$ cat src/verilog/psr_pkg.sv
// constants shared by the management status and identifier register logic
package psr_pkg;
  localparam logic [4:0] REG_CTRL    = 5'h00;
  localparam logic [4:0] REG_STAT    = 5'h01;
  localparam logic [4:0] REG_ID_HI   = 5'h02;
  localparam logic [4:0] REG_ID_LO   = 5'h03;
  localparam int CTL_DUPLEX_BIT      = 8;
  localparam int CTL_COLTEST_BIT     = 7;
  localparam int STS_CAP_LSB         = 11;
  localparam logic [4:0] STS_CAP_VAL = 5'h0F;
  localparam int STS_SKIP_BIT        = 6;
  localparam int STS_ANDONE_BIT      = 5;
  localparam int STS_RFAULT_BIT      = 4;
  localparam int STS_ANABLE_BIT      = 3;
  localparam int STS_LINK_BIT        = 2;
  localparam int STS_JABBER_BIT      = 1;
  localparam int STS_EXT_BIT         = 0;
  localparam logic [1:0] OP_WR       = 2'h1;
  localparam logic [1:0] OP_RD       = 2'h2;
  localparam logic [5:0] PRE_FULL    = 6'h20;
  localparam logic [5:0] PRE_SHORT   = 6'h02;
  localparam logic [4:0] HDR_LAST    = 5'h0C;
  localparam logic [4:0] TA_LAST     = 5'h01;
  localparam logic [4:0] DATA_LAST   = 5'h0F;
  localparam int REF_CLK_NS          = 25;
  localparam int BIT_TIME_NS         = 100;
  localparam int COL_ON_BT           = 512;
  localparam int COL_OFF_BT          = 4;
  localparam int COL_ON_CYC          = (COL_ON_BT * BIT_TIME_NS) / REF_CLK_NS;
  localparam int COL_OFF_CYC         = (COL_OFF_BT * BIT_TIME_NS) / REF_CLK_NS;
  typedef enum logic [1:0] {ST_PRE, ST_HDR, ST_TA, ST_DATA} psr_frame_t;
endpackage : psr_pkg

$ cat src/verilog/psr_sync.sv
// two-flop synchroniser for signals entering the reference clock domain
`timescale 1ns/100ps
`default_nettype none
module psr_sync #(
  parameter int W = 1
) (
  input  wire logic         clk,    // reference clock
  input  wire logic         rst_n,  // synchronous reset, active low
  input  wire logic [W-1:0] d,      // asynchronous input
  output logic      [W-1:0] q       // synchronised output
);
  logic [W-1:0] meta_ff;

  always_ff @(posedge clk) begin
    if (!rst_n) begin
      meta_ff <= '0;
      q       <= '0;
    end else begin
      meta_ff <= d;
      q       <= meta_ff;
    end
  end
endmodule : psr_sync
`default_nettype wire

$ cat src/verilog/psr_regs.sv
// serial management slave with control, status and identifier registers
`timescale 1ns/100ps
`default_nettype none
module psr_regs #(
  parameter logic [4:0]  PHY_ADDR = 5'h01,      // management address of this port
  parameter logic [23:0] ORG_ID   = 24'h3A5C69, // arbitrary value
  parameter logic [5:0]  MODEL_NO = 6'h15,      // arbitrary value
  parameter logic [3:0]  REV_NO   = 4'h1        // arbitrary value
) (
  input  wire logic REF_CLK,               // reference clock, 40 MHz
  input  wire logic RESET_N,               // synchronous reset, active low
  input  wire logic MDC,                   // management clock from controller
  input  wire logic MDIO_IN,               // management data, pin level
  output logic      MDIO_OUT,              // management data driven by port
  output logic      MDIO_OE_N,             // low while port drives data
  input  wire logic FULL_DUPLEX_STRAP_PIN, // full duplex strap pin
  input  wire logic AN_ENABLE,             // auto-negotiation enabled
  input  wire logic AN_FULL_DUPLEX,        // duplex resolved by auto-negotiation
  input  wire logic AN_COMPLETE,           // auto-negotiation done, pages valid
  input  wire logic REMOTE_FAULT,          // far-end fault from partner
  input  wire logic LINK_PASS,             // link state machine in link pass
  input  wire logic JABBER,                // jabber condition
  input  wire logic SPEED_10,              // operating at 10 Mb/s
  input  wire logic TX_EN,                 // transmit enable from controller
  output logic      COL,                   // collision output
  output logic      DUPLEX_FULL            // effective duplex setting
);
  logic [10:0] sync_q;
  logic mdc_s, mdio_s, strap_s, anen_s, anfd_s, andone_s;
  logic rf_s, link_s, jab_s, ten_s, txen_s;
  logic mdc_d_ff, mdc_rise;
  psr_pkg::psr_frame_t state_ff;
  logic [5:0]  ones_ff;
  logic [4:0]  cnt_ff;
  logic [11:0] hsh_ff;
  logic [15:0] sh_ff;
  logic [4:0]  addr_ff;
  logic        is_rd_ff;
  logic [12:0] hdr;
  logic        wr_stb_ff;
  logic [15:0] wr_data_ff;
  logic        rd_cap_ff;
  logic [15:0] rd_word_ff;
  logic        rd_clr;
  logic        ctl_dup_ff, ctl_col_ff, skip_ff;
  logic        rf_ff, link_fail_ff, jab_ff, link_d_ff;
  logic [15:0] rd_mux, stat_word, ctrl_word;

  psr_sync #(.W(11)) u_sync (
    .clk   (REF_CLK),
    .rst_n (RESET_N),
    .d     ({MDC, MDIO_IN, FULL_DUPLEX_STRAP_PIN, AN_ENABLE, AN_FULL_DUPLEX,
             AN_COMPLETE, REMOTE_FAULT, LINK_PASS, JABBER, SPEED_10, TX_EN}),
    .q     (sync_q)
  );
  assign {mdc_s, mdio_s, strap_s, anen_s, anfd_s, andone_s,
          rf_s, link_s, jab_s, ten_s, txen_s} = sync_q;

  always_ff @(posedge REF_CLK) begin
    if (!RESET_N) mdc_d_ff <= 1'b0;
    else          mdc_d_ff <= mdc_s;
  end
  assign mdc_rise = mdc_s & ~mdc_d_ff;
  assign hdr      = {hsh_ff, mdio_s};

  always_comb begin
    ctrl_word = '0;
    ctrl_word[psr_pkg::CTL_DUPLEX_BIT]  = ctl_dup_ff;
    ctrl_word[psr_pkg::CTL_COLTEST_BIT] = ctl_col_ff;
    stat_word = '0;
    stat_word[15:psr_pkg::STS_CAP_LSB]  = psr_pkg::STS_CAP_VAL;
    stat_word[psr_pkg::STS_SKIP_BIT]    = skip_ff;
    stat_word[psr_pkg::STS_ANDONE_BIT]  = andone_s;
    stat_word[psr_pkg::STS_RFAULT_BIT]  = rf_ff;
    stat_word[psr_pkg::STS_ANABLE_BIT]  = 1'b1;
    stat_word[psr_pkg::STS_LINK_BIT]    = link_s & ~link_fail_ff;
    stat_word[psr_pkg::STS_JABBER_BIT]  = jab_ff;
    stat_word[psr_pkg::STS_EXT_BIT]     = 1'b1;
    unique case (hdr[4:0])
      psr_pkg::REG_CTRL:  rd_mux = ctrl_word;
      psr_pkg::REG_STAT:  rd_mux = stat_word;
      psr_pkg::REG_ID_HI: rd_mux = ORG_ID[21:6];
      psr_pkg::REG_ID_LO: rd_mux = {ORG_ID[5:0], MODEL_NO, REV_NO};
      default:            rd_mux = '0;
    endcase
  end

  // read-to-clear fires in the capture cycle; the snapshot already holds the old bits
  assign rd_clr = mdc_rise && state_ff == psr_pkg::ST_HDR && cnt_ff == psr_pkg::HDR_LAST
                  && hdr[12] && hdr[9:5] == PHY_ADDR && hdr[11:10] == psr_pkg::OP_RD
                  && hdr[4:0] == psr_pkg::REG_STAT;

  // frame engine, advanced on each rising management clock edge
  always_ff @(posedge REF_CLK) begin
    if (!RESET_N) begin
      state_ff   <= psr_pkg::ST_PRE;
      ones_ff    <= '0;
      cnt_ff     <= '0;
      hsh_ff     <= '0;
      sh_ff      <= '0;
      addr_ff    <= '0;
      is_rd_ff   <= 1'b0;
      wr_stb_ff  <= 1'b0;
      wr_data_ff <= '0;
      rd_cap_ff  <= 1'b0;
      rd_word_ff <= '0;
      MDIO_OUT   <= 1'b1;
      MDIO_OE_N  <= 1'b1;
    end else begin
      wr_stb_ff <= 1'b0;
      rd_cap_ff <= 1'b0;
      if (mdc_rise) begin
        unique case (state_ff)
          psr_pkg::ST_PRE: begin
            MDIO_OE_N <= 1'b1;
            cnt_ff    <= '0;
            if (mdio_s) begin
              if (ones_ff != psr_pkg::PRE_FULL) ones_ff <= ones_ff + 6'h01;
            end else begin
              ones_ff <= '0;
              if (ones_ff >= (skip_ff ? psr_pkg::PRE_SHORT : psr_pkg::PRE_FULL))
                state_ff <= psr_pkg::ST_HDR;
            end
          end
          psr_pkg::ST_HDR: begin
            hsh_ff <= hdr[11:0];
            cnt_ff <= cnt_ff + 5'h01;
            if (cnt_ff == psr_pkg::HDR_LAST) begin
              cnt_ff <= '0;
              // bad start, foreign address or bad opcode: wait for a new preamble
              if (hdr[12] && hdr[9:5] == PHY_ADDR &&
                  (hdr[11:10] == psr_pkg::OP_RD || hdr[11:10] == psr_pkg::OP_WR)) begin
                state_ff <= psr_pkg::ST_TA;
                addr_ff  <= hdr[4:0];
                is_rd_ff <= hdr[11:10] == psr_pkg::OP_RD;
                if (hdr[11:10] == psr_pkg::OP_RD) begin
                  sh_ff      <= rd_mux;
                  rd_word_ff <= rd_mux;
                  rd_cap_ff  <= 1'b1;
                end
              end else begin
                state_ff <= psr_pkg::ST_PRE;
              end
            end
          end
          psr_pkg::ST_TA: begin
            cnt_ff <= cnt_ff + 5'h01;
            if (cnt_ff == psr_pkg::TA_LAST) begin
              cnt_ff   <= '0;
              state_ff <= psr_pkg::ST_DATA;
              if (is_rd_ff) begin
                MDIO_OUT  <= 1'b0;
                MDIO_OE_N <= 1'b0;
              end
            end
          end
          psr_pkg::ST_DATA: begin
            cnt_ff <= cnt_ff + 5'h01;
            sh_ff  <= {sh_ff[14:0], mdio_s};
            if (is_rd_ff) MDIO_OUT <= sh_ff[15];
            if (cnt_ff == psr_pkg::DATA_LAST) begin
              state_ff <= psr_pkg::ST_PRE;
              ones_ff  <= '0;
              if (!is_rd_ff) begin
                wr_stb_ff  <= 1'b1;
                wr_data_ff <= {sh_ff[14:0], mdio_s};
              end
            end
          end
        endcase
      end
    end
  end

  // control bits
  always_ff @(posedge REF_CLK) begin
    if (!RESET_N) begin
      ctl_dup_ff <= 1'b0;
      ctl_col_ff <= 1'b0;
    end else if (wr_stb_ff && addr_ff == psr_pkg::REG_CTRL) begin
      ctl_dup_ff <= wr_data_ff[psr_pkg::CTL_DUPLEX_BIT];
      ctl_col_ff <= wr_data_ff[psr_pkg::CTL_COLTEST_BIT];
    end
  end

  // only the preamble skip bit of status takes a write
  always_ff @(posedge REF_CLK) begin
    if (!RESET_N)
      skip_ff <= 1'b0;
    else if (wr_stb_ff && addr_ff == psr_pkg::REG_STAT)
      skip_ff <= wr_data_ff[psr_pkg::STS_SKIP_BIT];
  end

  // latched status indications; a set in the clearing cycle wins
  always_ff @(posedge REF_CLK) begin
    if (!RESET_N) begin
      rf_ff        <= 1'b0;
      link_fail_ff <= 1'b0;
      jab_ff       <= 1'b0;
      link_d_ff    <= 1'b0;
    end else begin
      link_d_ff    <= link_s;
      rf_ff        <= rf_s | (rf_ff & ~rd_clr);
      link_fail_ff <= (link_d_ff & ~link_s) | (link_fail_ff & ~rd_clr);
      jab_ff       <= (jab_s & ten_s) | (jab_ff & ~rd_clr);
    end
  end

  // collision test follows transmit enable after the sync delay, far inside both limits
  always_ff @(posedge REF_CLK) begin
    if (!RESET_N) COL <= 1'b0;
    else          COL <= ctl_col_ff & txen_s;
  end

  always_ff @(posedge REF_CLK) begin
    if (!RESET_N) DUPLEX_FULL <= 1'b0;
    else if (anen_s) DUPLEX_FULL <= anfd_s;
    else DUPLEX_FULL <= ctl_dup_ff | strap_s;
  end

  localparam int COL_WIN = 2;

  AST_DUPLEX: assert property (@(posedge REF_CLK) disable iff (!RESET_N)
    !anen_s |=> DUPLEX_FULL == ($past(ctl_dup_ff) | $past(strap_s)))
    else $error("duplex not or of control bit and strap");
  AST_COL_ON: assert property (@(posedge REF_CLK) disable iff (!RESET_N)
    (ctl_col_ff && txen_s) |-> ##[1:COL_WIN] COL)
    else $error("collision not raised after transmit enable");
  AST_COL_OFF: assert property (@(posedge REF_CLK) disable iff (!RESET_N)
    $fell(txen_s) |-> ##[1:COL_WIN] !COL)
    else $error("collision not lowered after transmit enable drop");
  AST_COLTEST_WR: assert property (@(posedge REF_CLK) disable iff (!RESET_N)
    (wr_stb_ff && addr_ff == psr_pkg::REG_CTRL) |=>
      ctl_col_ff == $past(wr_data_ff[psr_pkg::CTL_COLTEST_BIT]))
    else $error("collision test bit did not take write");
  AST_FIXED_BITS: assert property (@(posedge REF_CLK) disable iff (!RESET_N)
    (rd_cap_ff && addr_ff == psr_pkg::REG_STAT) |->
      rd_word_ff[15:psr_pkg::STS_CAP_LSB] == psr_pkg::STS_CAP_VAL &&
      rd_word_ff[psr_pkg::STS_ANABLE_BIT] && rd_word_ff[psr_pkg::STS_EXT_BIT])
    else $error("fixed status bits wrong");
  AST_SKIP_HOLD: assert property (@(posedge REF_CLK) disable iff (!RESET_N)
    !(wr_stb_ff && addr_ff == psr_pkg::REG_STAT) |=> $stable(skip_ff))
    else $error("preamble skip changed without status write");
  AST_ANDONE: assert property (@(posedge REF_CLK) disable iff (!RESET_N)
    (rd_cap_ff && addr_ff == psr_pkg::REG_STAT) |->
      rd_word_ff[psr_pkg::STS_ANDONE_BIT] == $past(andone_s))
    else $error("completion bit does not follow auto-negotiation");
  AST_RF_HOLD: assert property (@(posedge REF_CLK) disable iff (!RESET_N)
    (rf_ff && !rd_clr) |=> rf_ff)
    else $error("remote fault released without read");
  AST_LINK_LATCH: assert property (@(posedge REF_CLK) disable iff (!RESET_N)
    (link_d_ff && !link_s) |=> link_fail_ff ##1 (link_fail_ff || $past(rd_clr)))
    else $error("link failure not latched");
  AST_JAB: assert property (@(posedge REF_CLK) disable iff (!RESET_N)
    (jab_s && ten_s) |=> jab_ff)
    else $error("jabber not latched");
  AST_ID_LO: assert property (@(posedge REF_CLK) disable iff (!RESET_N)
    (rd_cap_ff && addr_ff == psr_pkg::REG_ID_LO) |->
      rd_word_ff == {ORG_ID[5:0], MODEL_NO, REV_NO})
    else $error("low identifier wrong");
  AST_RO_WRITE: assert property (@(posedge REF_CLK) disable iff (!RESET_N)
    (wr_stb_ff && addr_ff == psr_pkg::REG_STAT) |=>
      $stable(rf_ff) || $past(rf_s) || $past(rd_clr))
    else $error("write disturbed read-only status");

  // the hold checks above cannot see a latch that never clears, so the clears get their own
  AST_RF_CLR: assert property (@(posedge REF_CLK) disable iff (!RESET_N)
    (rd_clr && !rf_s) |=> !rf_ff)
    else $error("remote fault kept after read with fault gone");
  AST_LINK_CLR: assert property (@(posedge REF_CLK) disable iff (!RESET_N)
    (rd_clr && link_s) |=> !link_fail_ff)
    else $error("link failure kept after read with link up");
  AST_LINK_BIT: assert property (@(posedge REF_CLK) disable iff (!RESET_N)
    (rd_cap_ff && addr_ff == psr_pkg::REG_STAT) |->
      rd_word_ff[psr_pkg::STS_LINK_BIT] == $past(link_s && !link_fail_ff))
    else $error("link status bit wrong in snapshot");
  AST_JAB_SPEED: assert property (@(posedge REF_CLK) disable iff (!RESET_N)
    $rose(jab_ff) |-> $past(jab_s && ten_s))
    else $error("jabber latched outside 10 Mb/s");
  AST_JAB_CLR: assert property (@(posedge REF_CLK) disable iff (!RESET_N)
    (rd_clr && !(jab_s && ten_s)) |=> !jab_ff)
    else $error("jabber kept after read");
  AST_RD_CLR: assert property (@(posedge REF_CLK) disable iff (!RESET_N)
    rd_clr |=> (rd_cap_ff && addr_ff == psr_pkg::REG_STAT))
    else $error("status clear without snapshot");
  AST_SKIP_WR: assert property (@(posedge REF_CLK) disable iff (!RESET_N)
    (wr_stb_ff && addr_ff == psr_pkg::REG_STAT) |=>
      skip_ff == $past(wr_data_ff[psr_pkg::STS_SKIP_BIT]))
    else $error("preamble skip did not take write");
  AST_CTRL_RD: assert property (@(posedge REF_CLK) disable iff (!RESET_N)
    (rd_cap_ff && addr_ff == psr_pkg::REG_CTRL) |->
      rd_word_ff[psr_pkg::CTL_COLTEST_BIT] == $past(ctl_col_ff))
    else $error("collision test bit read wrong");
  AST_COL_IDLE: assert property (@(posedge REF_CLK) disable iff (!RESET_N)
    !ctl_col_ff |=> !COL)
    else $error("collision raised outside test mode");
  AST_DUPLEX_AN: assert property (@(posedge REF_CLK) disable iff (!RESET_N)
    anen_s |=> DUPLEX_FULL == $past(anfd_s))
    else $error("duplex not resolved value with auto-negotiation on");
  AST_ID_HI: assert property (@(posedge REF_CLK) disable iff (!RESET_N)
    (rd_cap_ff && addr_ff == psr_pkg::REG_ID_HI) |->
      rd_word_ff == ORG_ID[21:6])
    else $error("high identifier wrong");
endmodule : psr_regs
`default_nettype wire

$ cat config.mk
export PLATFORM = sky130hd
export DESIGN_NAME = psr_regs
export DESIGN_NICKNAME = d
export VERILOG_FILES = /design/src/verilog/psr_pkg.sv /design/src/verilog/psr_sync.sv /design/src/verilog/psr_regs.sv
export SDC_FILE = /design/constraint.sdc
export NUM_CORES = 1
export LEC_CHECK = 0
export ABC_CLOCK_PERIOD_IN_PS = 6100
export BUFFER_PORTS_ARGS = -buffer_cell sky130_fd_sc_hd__buf_2
export CAP_MARGIN = 20
export CORE_MARGIN = 2
export CORE_UTILIZATION = 55
export DETAILED_ROUTE_END_ITERATION = 10
export PLACE_DENSITY = 0.82
export REMOVE_ABC_BUFFERS = 1
export SYNTH_ARGS = -nofsm -noshare
export SYNTH_HDL_FRONTEND = slang
export SYNTH_HIERARCHICAL = 1
export SYNTH_SLANG_ARGS = --single-unit
export TNS_END_PERCENT = 20
$ cat constraint.sdc
create_clock -name REF_CLK -period 6.1 [get_ports REF_CLK]
set_input_delay 0.61 -clock REF_CLK [delete_from_list [all_inputs] [get_ports REF_CLK]]
set_output_delay 0.61 -clock REF_CLK [all_outputs]
set_load 0.03 [all_outputs]
==> results.txt, run 1 <==
* Grt ovf: 0
- Aggregate global-route resource usage: 0.201
- In this run the standard cell core region covers around 6300 µm².
- Entering global routing, the biggest net connects 59 pins.
* Antenna violations before repair: 0
- Combined area of all synthesized cells: roughly 3600 µm²
- Critical path launch point type: register
- Of all nets on the critical path, the largest fanout is 13.
- For this run, design rule violations remaining after detail routing come to 0.
- VDD sags by at most ~0.00016 V.
- In the post-synthesis netlist, the biggest area contributors are dfxtp_1 48%, nand2_1 6.0%, mux2i_1 3.9%.
* Worst Skew: 0.0110 ns
- Overall die area: between 7000 and 8000 µm²
* Classification of the worst-slack hold path: register to register
- For this run, asynchronously set or reset flops after synthesis account for 0.
- Growth of design area from synthesis to finish: 8.15%
- Number of cell rows: 29
- Across all register-to-register paths, the minimum setup slack is ~3.7 ns.
- Number of flip-flops and latches in the synthesized netlist: 85
- Worst slack on hold paths: about 0.44 ns
- Number of global-route vias before repair: between 2000 and 3000
- The most common cell in the synthesized netlist is dfxtp_1.
- Ranked by instance count, the synthesized netlist is headed by 85 x dfxtp_1, 57 x nand2_1, 26 x a21oi_1.
* Port Buffers: 16
* Vertical die dimension: roughly 85 µm
- At the end of routability-driven placement, the weighted congestion stood at 0.810.
- Slew headroom: 0.426
* Count of cell types in the netlist: around 50
- The first global-routing pass estimated 11.7 mm of wire.
* CTS H-tree lvls: 3
- In this run the post-CTS setup repair buffer count came out at 0.
- The floorplan step set the die width to about 85 µm.
- The repair_antennas step left the layout with diodes totalling 0.
- In this run the power density over the cells is 252 nW/µm².
* Fmax: approximately 420 MHz
- For this run, the number of Yosys warnings is 6.
- At the end of the flow, the number of nets in the layout was approximately 420.
- In this run the deepest clock path goes through 2 buffers.
* Uppermost metal layer occupied by signal nets: met4
* Placement-stage cell area: 3660 µm²
- In this run the clock root is driven by a clkbuf_8.
* Number of enable flip-flop cells after synthesis: 0
* Effective utilization at floorplan: 0.567
- Clock net sink count: 85
- Data required time at the worst endpoint: 6.40 ns
* Post-synthesis cell type with the largest combined area: dfxtp_1
- At the pin with the least slew margin, the transition time is around 0.85 ns.
- DR vias/cell: between 5 and 6
* Max-cap viol count: 0
- TritonCTS built the clock tree.
- Inserted Clock Buffers: 9
- Ports placed on the boundary: 17
- Data arrival time of the worst path: 2.71 ns
- Dividing the final minimum period by the clock period gives 0.395.
- Clock latency at the later pin of the worst-skew pair: roughly 0.37 ns
- Summed negative setup slack over all endpoints: 0 ns
* Final routed wirelength across all metal layers: between 6 and 7 mm
* Endpoint kind of the worst setup timing path: register
* Register area share after synthesis: 0.476
- The number of hold violations in the final report came to 0.
- The worst setup path is of the register to register kind.
- The analysis attributes to cell leakage a power of about 1.4 nW.
- Outcome: finished, final reports clean
- Post-route cell area: about 3900 µm²
* Post-detail-place hpwl: between 4 and 5 mm
- DRT Pass-1 Iters: 5
- The number of max-slew violations in the final report is 0.
* Violation count after the first detailed-routing iteration: around 210
- Synthesis produced a netlist whose cell count is around 390.
- After clock tree synthesis, the flow added hold-fix buffers numbering 0.
- Met1 Wirelength: 3.29 mm
- After detailed routing, the met3 layer carries approximately 300 µm of wire.
- In the final routed layout, each cell accounts on average for 14.4 µm.
* Fraction of synthesized cell area taken by the top area cell type: 0.476
- Setup repair after global routing left no endpoint under its margin.
- At the end of the flow the core is filled with cells to 0.613.
* Most used DFF post-synth: dfxtp_1
- Number of failing setup endpoints in the final timing report: 0
- Final antenna-violating net count: 0
- In the detailed route, the total length drawn on met2 is ~3.2 mm.
* Gates resized, CTS repair: 0
- Of the cells placed in the final design, the portion with a size suffix greater than 1 is 0.152.
- The worst path needs 2.41 ns of the cycle, external delays included.
- Register clock-pin slew on the reported worst setup and hold paths: 0.09 ns
- Mean post-synth cell area: 9.13 µm²
* Total via count in the routed design: between 2000 and 3000
-- critical path, cell delays in order (launching register included) --
cell	delay (ns)
dfxtp_1	0.38
nor2b_1	0.56
nand3_1	0.51
nor3b_1	0.43
buf_2	0.27
mux2i_1	0.20
-- registers in the layout (all words and copies together) (netlist names), 3 cells and up, named ones only --
register and flops:
cnt_ff 5, u_sync/meta_ff 11, u_sync/q 11, addr_ff 5, ones_ff 6, hsh_ff 12, sh_ff 16, wr_data_ff 3
-- kinds of logic after synthesis --
family | synth area share
compound gates | 0.157
fa+ha+maj | 0.0315
buf+inv | 0.0437
flops | 0.476
mux | 0.0392
simple gates | 0.253
-- final cells by class --
| class | instances | area, µm² |
|---|---|---|
| Timing Repair Buffer | 20 | 119 |
| Clock inverter | 6 | 53.8 |
| Clock buffer | 10 | 138 |
| Multi-Input combinational cell | 270 | 1720 |
| Fill cell | 567 | 2440 |
| Sequential cell | 85 | 1700 |
| Tap cell | 77 | 96.3 |
| Inverter | 11 | 41.3 |
-- final timing paths --
kind | from | end | cells past startpoint
worst max-delay path | u_sync/q[10] | addr_ff[2] | 5
worst min-delay path | u_sync/meta_ff[10] | u_sync/q[10] | 1
worst max register to register | u_sync/q[10] | addr_ff[2] | 5
worst min register to register | u_sync/meta_ff[10] | u_sync/q[10] | 1
-- report_power, final --
group	leakage (nW)	internal [W]	switching, W
clock network	0.0954	0.000166	0.000214
registers	0.690	0.000562	0.00000368
logic	0.643	0.0000117	0.0000164
total	1.43	0.000740	0.000234
-- per-stage QoR --
step / setup WS, ns / std cells / power, W
2_1_floorplan: 3.81 / 366 / 0.000593
3_3_place_gp: 3.42 / 460 / 0.000605
3_5_place_dp: 3.31 / 461 / 0.000608
4_1_cts: 3.30 / 477 / 0.000982
5_1_grt: 3.50 / 479 / 0.00101
6_report: 3.69 / 479 / 0.000974
-- per-layer routing --
metal,vias to the layer above,track usage
met1,1304,0.275
li1,1413,-
met3,13,0.0295
met4,0,0.0981
met5,-,0
met2,74,0.313
-- cell usage in the layout (no fill, tap or decap), types with 11 or more instances in the layout --
cell type,synthesis,layout
nand2_1,57,57
a21oi_1,26,26
nor2_1,16,16
nor3_1,15,15
dfxtp_1,85,85
inv_1,11,11
and2_2,16,16
mux2i_1,14,14
nand3_1,14,14
buf_2,2,17
Power figures use the tool's default switching activity.
==> inputs of run 2 (changes only) <==
--- a/config.mk
+++ b/config.mk
@@ -5,13 +5,13 @@
 export SDC_FILE = /design/constraint.sdc
 export NUM_CORES = 1
 export LEC_CHECK = 0
-export ABC_CLOCK_PERIOD_IN_PS = 6100
+export ABC_CLOCK_PERIOD_IN_PS = 2040
 export BUFFER_PORTS_ARGS = -buffer_cell sky130_fd_sc_hd__buf_2
 export CAP_MARGIN = 20
 export CORE_MARGIN = 2
-export CORE_UTILIZATION = 55
+export CORE_UTILIZATION = 54
 export DETAILED_ROUTE_END_ITERATION = 10
-export PLACE_DENSITY = 0.82
+export PLACE_DENSITY = 0.83
 export REMOVE_ABC_BUFFERS = 1
 export SYNTH_ARGS = -nofsm -noshare
 export SYNTH_HDL_FRONTEND = slang
==> constraint.sdc (replaced) <==
create_clock -name REF_CLK -period 2.04 [get_ports REF_CLK]
set_input_delay 0.204 -clock REF_CLK [delete_from_list [all_inputs] [get_ports REF_CLK]]
set_output_delay 0.204 -clock REF_CLK [all_outputs]
set_load 0.03 [all_outputs]
==> results.txt, run 2 (synthesized netlist as in run 1, its figures left out) <==
- TritonCTS built the clock tree.
* Placement-stage cell area: 3800 µm² (+3.7%)
- The number of maximum-capacitance violations came to 0 (unchanged).
* Worst slack on hold paths: 0.0468 ns (-0.391 ns)
* Count of placed standard cells including taps: 480 (+4.1%)
* Number of cell rows: 29 (unchanged)
- Violation count after the first detailed-routing iteration: 251 (+21%)
* Antenna violations before repair: 0 (unchanged)
- More flip-flops sit in one register than any other, and that register is sh_ff.
* CP Depth: 5 (unchanged)
- The clock network fraction of total power was 0.410 (+0.020).
- The number of hold violations in the final report was 0 (unchanged).
* Aggregate global-route resource usage: 0.221 (+0.0199)
- The clock latency on the worst-skew pair was 0.37 ns (about the same).
- Sequential group share of total power: 0.560 (-0.021)
- Final setup margin: -0.0529 ns (-3.74 ns)
- The largest registers in the layout are sh_ff x16, hsh_ff x12.
- Number of buffers inserted for hold repair after clock tree synthesis: 0 (unchanged)
- Final core utilization: 0.638 (+0.0248)
* CP cell instances: or4b_4 -> or4_4 -> buf_6 -> a221o_1 -> o211a_1
- Number of remaining DRC errors: 0 (unchanged)
* Vertical die dimension: 85.4 µm (+0.88%)
- The count of clock tree sinks came to 85 (unchanged).
- Data arrival time of the worst path: 2.36 ns (-0.35 ns)
- Final antenna-violating net count: 0 (unchanged)
- The total internal power was 0.00230 W (+210%).
- Max stage delay on crit path: 0.56 ns (about the same)
- Total via count in the routed design: 3018 (+7.6%)
- The detailed-placement wirelength estimate is 4.93 mm (+8.3%).
- Switching power: 0.000716 W (+210%)
- The final number of setup-violating endpoints was 7 (+7).
- The number of top-level pins is 17 (unchanged).
* Worst VDD drop: 0.000677 V (+320%)
- The total congestion overflow after global routing is 0 (unchanged).
* Top library cells by usage in the layout, fill and taps aside: 79 x dfxtp_1, 57 x nand2_1, 26 x a21oi_1
- Outcome: finished, violations left
- The shortest clock period the worst path allows after layout is 2.09 ns (-0.316 ns).
- Violations in the final reports: negative setup slack
- Number of non-filler instances in the completed layout: 499 (+4.2%)
* Tcrit/Tclk final: 1.03 (+0.631)
- The maximum clock path buffer count came to 2 (unchanged).
- The deepest level of the CTS H-tree is 3 (unchanged).
- Slew headroom: 0.573 (+0.146)
* DRT Pass-1 Iters: 5 (unchanged)
- The critical path in this run is classified as register to register.
- The number of max-slew violations in the final report is 0 (unchanged).
* Classification of the worst-slack hold path: input pin to register
- Fmax: 478 MHz (+15%)
* Final routed wire length divided by cell count: 15.3 µm (+6.6%)
* Inserted Clock Buffers: 9 (unchanged)
- The routed via count divided by cell count is 6.05 (+3.3%).
- Weighted congestion at the end of routability-driven global placement: 0.806 (-0.48%)
- The total power divided by cell area came to 742 nW/µm² (+190%).
* Growth of design area from synthesis to finish: 13.8%
* Number of global-route vias before repair: 2744 (+9.3%)
- Logic depth of the worst register-to-register path: 5 (unchanged)
- Pin count of the biggest net entering global routing: 58 (-1.7%)
- Number of flip-flops under the largest register name: 16 (unchanged)
- The core footprint was 6390 µm² (+1.1%).
* Final antenna diode count: 0 (unchanged)
- Total Nets Final: 439 (+4.8%)
- The sum of routed wire length over all layers was 7.64 mm (+11%).
- Data required time at the worst endpoint: 2.31 ns (-4.09 ns)
- Unrepaired setup endpoints after global routing: yes
- Switching power share of the total: 0.237 (-0.00299)
- The slowest stage of the critical path belongs to the cell or4_4.
* Port Buffers: 16 (unchanged)
* Logic pwr share: 0.031 (+0.002)
- Grouping stages by cell kind, the critical path spends the most delay in simple AND/OR/NAND/NOR gates.
- The worst setup path is captured at a register.
- First-pass GRT wire length: 12.8 mm (+9.8%)
- CP bufs+invs: 1 (unchanged)
* Worst Skew: 0.0119 ns (+0.000921 ns)
- The largest fanout of any net on the critical path is 5 (-8).
* Most common library cell in the layout ignoring fill and taps: dfxtp_1
* Cells on Worst Hold Path: 2 (+1)
* Post-route cell area: 4070 µm² (+5.2%)
* Effective utilization at floorplan: 0.560 (-0.00644)
- STA classifies the critical path startpoint as a register.
* Fraction of final layout cells sized beyond drive strength 1: 0.216 (+0.0639)
* Register clock-pin slew on the reported worst setup and hold paths: 0.09 ns (about the same)
* LEAKAGE: 1.55 nW (+8.5%)
* Width of the die: 85.4 µm (+0.88%)
- The slew at the pin with the worst max-slew slack was 0.636 ns (-0.217 ns).
- Library cell used as clock root buffer: clkbuf_8
* Overall die area: 7290 µm² (+1.8%)
[run 2: what timing repair did]
action | CTS | global route
endpoints found under the setup margin | 7 | 21
pin swaps | 2 | 10
gates resized for setup | 9 | 5
cloned | 1 | 0
setup buffers | 1 | 1
[run 2: power groups by stage]
stage	combinational [W]	clock, W	sequential, W
2_1_floorplan	0.0000430	0	0.00173
3_3_place_gp	0.0000867	0	0.00173
3_5_place_dp	0.0000904	0	0.00173
4_1_cts	0.0000907	0.00125	0.00169
5_1_grt	0.000103	0.00133	0.00169
6_report	0.0000922	0.00124	0.00169
[run 2: per-layer routing]
metal | vias up | share of wire | global-route usage
met5 | - | 0 | 0
met1 | 1452 | 0.45 | 0.281
met4 | 0 | 0.014 | 0.0851
met3 | 15 | 0.054 | 0.0516
met2 | 101 | 0.48 | 0.365
li1 | 1450 | - | -
[run 2: final timing paths]
| kind | from | endpoint | slack, ns |
|---|---|---|---|
| worst max-delay path | hsh_ff[8] | sh_ff[6] | -0.05 |
| worst max register to register | hsh_ff[8] | sh_ff[6] | -0.05 |
| worst min-delay path | AN_ENABLE | u_sync/meta_ff[7] | 0.05 |
| worst min register to register | u_sync/meta_ff[6] | u_sync/q[6] | 0.44 |
[run 2: layout make-up]
class | count | area, µm²
clock buffers | 9 | 124
well taps | 77 | 96.3
fillers | 513 | 2310
repair buffers | 40 | 268
multi-input cells | 270 | 1750
flip-flops and latches | 85 | 1710
clock inverters | 7 | 81.3
inverters | 11 | 41.3
[run 2: stage by stage]
step | power [W] | worst slack [ns] | TNS, ns
2_1_floorplan | 0.00177 | -0.249 | -1.81
3_3_place_gp | 0.00182 | -0.0101 | -0.0456
3_5_place_dp | 0.00182 | -0.0386 | -0.196
4_1_cts | 0.00303 | 0.0108 | 0
5_1_grt | 0.00312 | -0.0896 | -0.533
6_report | 0.00302 | -0.0529 | -0.275
==> inputs of run 3 (changes only) <==
--- a/config.mk
+++ b/config.mk
@@ -9,12 +9,11 @@
 export BUFFER_PORTS_ARGS = -buffer_cell sky130_fd_sc_hd__buf_2
 export CAP_MARGIN = 20
 export CORE_MARGIN = 2
-export CORE_UTILIZATION = 54
+export CORE_UTILIZATION = 55
 export DETAILED_ROUTE_END_ITERATION = 10
-export PLACE_DENSITY = 0.83
+export PLACE_DENSITY = 0.84
 export REMOVE_ABC_BUFFERS = 1
 export SYNTH_ARGS = -nofsm -noshare
 export SYNTH_HDL_FRONTEND = slang
-export SYNTH_HIERARCHICAL = 1
 export SYNTH_SLANG_ARGS = --single-unit
 export TNS_END_PERCENT = 20
==> results.txt, run 3 <==
- The post-synthesis async set-or-reset flop share was 0 (unchanged).
* Count of placed standard cells including taps: 481 (+0.21%)
- In the layout the commonest cells are 84 x dfxtp_1, 47 x nand2_1, 34 x mux2i_1.
* Cell family contributing the most delay on the critical path: compound AO/OA/AOI/OAI gates
- The area taken by flip-flops and latches was 1700 µm² (-0.37%).
* Total Nets Final: 442 (+0.68%)
- Width of the die: 85.5 µm (+0.12%)
- Area contributors post-synth: dfxtp_1 47%, mux2i_1 9.3%, nand2_1 4.8%
- Outcome: finished, final reports clean
- PwrDens: 716 nW/µm² (-3.5%)
* Number of failing setup endpoints in the final timing report: 0 (-7)
- Ranked by flip-flop count, first place goes to sh_ff.
- Number of fill cells: 515 (+0.39%)
- Summed negative setup slack over all endpoints: 0 ns (+0.275 ns)
* Most common library cells after synthesis: 85 x dfxtp_1, 47 x nand2_1, 34 x mux2i_1
- Register clock-pin slew on the reported worst setup and hold paths: 0.09 ns (about the same)
- Cell with the most instances after synthesis: dfxtp_1
* Crit path max-delay cell type: or4b_4
* Weighted congestion at the end of routability-driven global placement: 0.803 (-0.38%)
- Aggregate global-route resource usage: 0.208 (-0.0135)
- Number of global-route vias before repair: 2622 (-4.4%)
- Final core utilization: 0.641 (+0.00333)
- The area occupied by multi-input gates is 1830 µm² (+4.6%).
* Violation count after the first detailed-routing iteration: 211 (-16%)
* Final max-slew violation count: 0 (unchanged)
- By startpoint and endpoint, the worst setup path is classified as register to register.
- CTS H-tree lvls: 3 (unchanged)
- The sum of routed wire length over all layers came to 7.12 mm (-6.8%).
- The number of antenna violations at the first check in global routing was 0 (unchanged).
- Clock tree from TritonCTS: done
* Final antenna diode count: 0 (unchanged)
- Post-synthesis cell type with the largest combined area: dfxtp_1
- The count of distinct cell types in the synthesized netlist is 49 (unchanged).
* Mean post-synth cell area: 9.27 µm² (+1.6%)
- The share of Yosys cell area claimed by the top area cell type came to 0.466 (-0.00978).
- Worst Skew: 0.0105 ns (-0.00140 ns)
- Pin count of the biggest net entering global routing: 42 (-28%)
- Unrepaired setup endpoints after global routing: no
* CP bufs+invs: 1 (unchanged)
* Classification of the worst-slack hold path: input pin to register
- Post-detail-place hpwl: 4.70 mm (-4.6%)
- Core area: 6390 µm² (unchanged)
* Grt ovf: 0 (unchanged)
- DR vias/cell: 5.56 (-8.1%)
- The first-pass detailed-route iteration total is 4 (-1).
* Vertical die dimension: 85.5 µm (+0.12%)
* Number of remaining DRC errors: 0 (unchanged)
- Inserted Clock Buffers: 9 (unchanged)
- Number of cell rows: 29 (unchanged)
- Max stage delay on crit path: 0.50 ns (-0.06 ns)
* Slew headroom: 0.599 (+0.0261)
- The maximum achievable frequency is 511 MHz (+6.9%).
* Number of non-filler instances in the completed layout: 498 (-0.20%)
- LEAKAGE: 1.71 nW (+10%)
* Clock net sink count: 85 (unchanged)
- Number of instances in the synthesized netlist: 394 (+0.51%)
* Post-route cell area: 4090 µm² (+0.52%)
* Warning count from the yosys run: 0 (-6)
- The quantity of I/O buffers inserted on ports came to 16 (unchanged).
- Total via count in the routed design: 2769 (-8.3%)
* Data arrival time of the worst path: 2.21 ns (-0.15 ns)
- In this run the clock root is driven by a clkbuf_8.
- The number of maximum-capacitance violations came to 0 (unchanged).
- Maximum fanout encountered on the critical timing path: 4 (-1)
* Top flop regs: sh_ff x16, hsh_ff x12
* Final worst path period need: 1.96 ns (-0.135 ns)
* Worst Max-Slew Pin Slew: 0.586 ns (-0.0495 ns)
- Most common library cell in the layout ignoring fill and taps: dfxtp_1
- Fraction of final layout cells sized beyond drive strength 1: 0.145 (-0.0707)
* Most used DFF post-synth: dfxtp_1
- Placement-stage cell area: 3860 µm² (+1.8%)
- The worst setup path is launched from a register.
* Number of flip-flops and latches in the synthesized netlist: 85 (unchanged)
- Relative to the synthesized area, the layout overhead comes to 12.1%.
* Final routed wire length divided by cell count: 14.3 µm (-6.7%)
- Register area share after synthesis: 0.466 (-0.00978)
- Worst slack on hold paths: 0.0378 ns (-0.00901 ns)
* Number of enable flip-flop cells after synthesis: 0 (unchanged)
- Tcrit/Tclk final: 0.959 (-0.0664)
- The count of antenna-violating nets left after detailed routing came to 0 (unchanged).
- Overall die area: 7310 µm² (+0.23%)
- The number of top-level pins was 17 (unchanged).
- CP cell instances: inv_1 -> ha_1 -> or4b_4 -> a221oi_4 -> nor3_1 -> a2bb2o_1
- The clock latency on the worst-skew pair was 0.36 ns (about the same).
- The largest voltage drop on the vdd net is 0.000674 V (-0.47%).
- The required time of the worst setup path was 2.29 ns (-0.02 ns).
- The starting density of the core came to 0.572 (+0.0118).
* Final Hold Viols: 0 (unchanged)
* Number of flip-flops under the largest register name: 16 (unchanged)
- Endpoint kind of the worst setup timing path: register
* Combined area of all synthesized cells: 3650 µm² (+2.1%)
- Buffer depth of the longest clock path: 2 (unchanged)
- First-pass GRT wire length: 11.9 mm (-7.3%)
## run 3: cell types whose count changed in the layout (fill, tap and decap cells not counted), moves of 9 or more
cell and change:
and2_1 +19, mux2i_1 +20, and2_2 -16, nor2_1 +11, o21ai_0 +11, a21oi_1 -9, nor3_1 -11, nand2_1 -10
## run 3: cell families (layout without fill, tap and decap cells)
group / after synthesis / count (layout) / synth area share
flip-flops: 85 / 85 / 0.466
buffers and inverters: 37 / 64 / 0.0401
AO/OA/AOI/OAI: 66 / 66 / 0.124
multiplexers: 34 / 34 / 0.0932
adder cells (fa/ha/maj): 13 / 13 / 0.0445
AND/OR/NAND/NOR: 156 / 156 / 0.225
XOR/XNOR: 3 / 3 / 0.00720
## run 3: power by group
part           switching, W  internal (W)  leakage [nW]
combinational     0.0000578     0.0000386         0.918
clock              0.000640      0.000501         0.101
sequential       0.00000849       0.00168         0.690
## run 3: layer usage
layer / track usage / vias to the layer above / wire, µm
met5: 0 / - / 0
met4: 0.0736 / 0 / 93
met3: 0.0664 / 10 / 280
met2: 0.336 / 57 / 3430
met1: 0.262 / 1296 / 3310
li1: - / 1406 / -
## run 3: stage by stage
step	power (W)	setup WS (ns)
global route	0.00304	0.00287
CTS	0.00296	0.0123
floorplan	0.00177	-0.143
global placement	0.00182	0.105
finish	0.00293	0.0826
detailed placement	0.00183	0.0322
## run 3: path summary, 6_finish.rpt
path | to | slack [ns] | startpoint | cells after the start
min | u_sync.meta_ff[2] | 0.04 | JABBER | 2
min reg2reg | u_sync.q[6] | 0.44 | u_sync.meta_ff[6] | 1
max reg2reg | cnt_ff[1] | 0.08 | cnt_ff[1] | 6
max | cnt_ff[1] | 0.08 | cnt_ff[1] | 6
## run 3: area by class of cell
class / instances / area share
clock buffers: 10 / 0.0336
clock inverters: 6 / 0.0131
inverters: 17 / 0.0156
multi-input cells: 272 / 0.448
flip-flops and latches: 85 / 0.416
well taps: 77 / 0.0235
repair buffers: 31 / 0.0501
## run 3: repair_timing
item | 4_1_cts | 5_1_grt
buffers inserted | 0 | 1
hold buffers | 0 | 0
hold endpoints to repair | 0 | 0
resized for setup | 0 | 6
setup endpoints to repair | 0 | 11
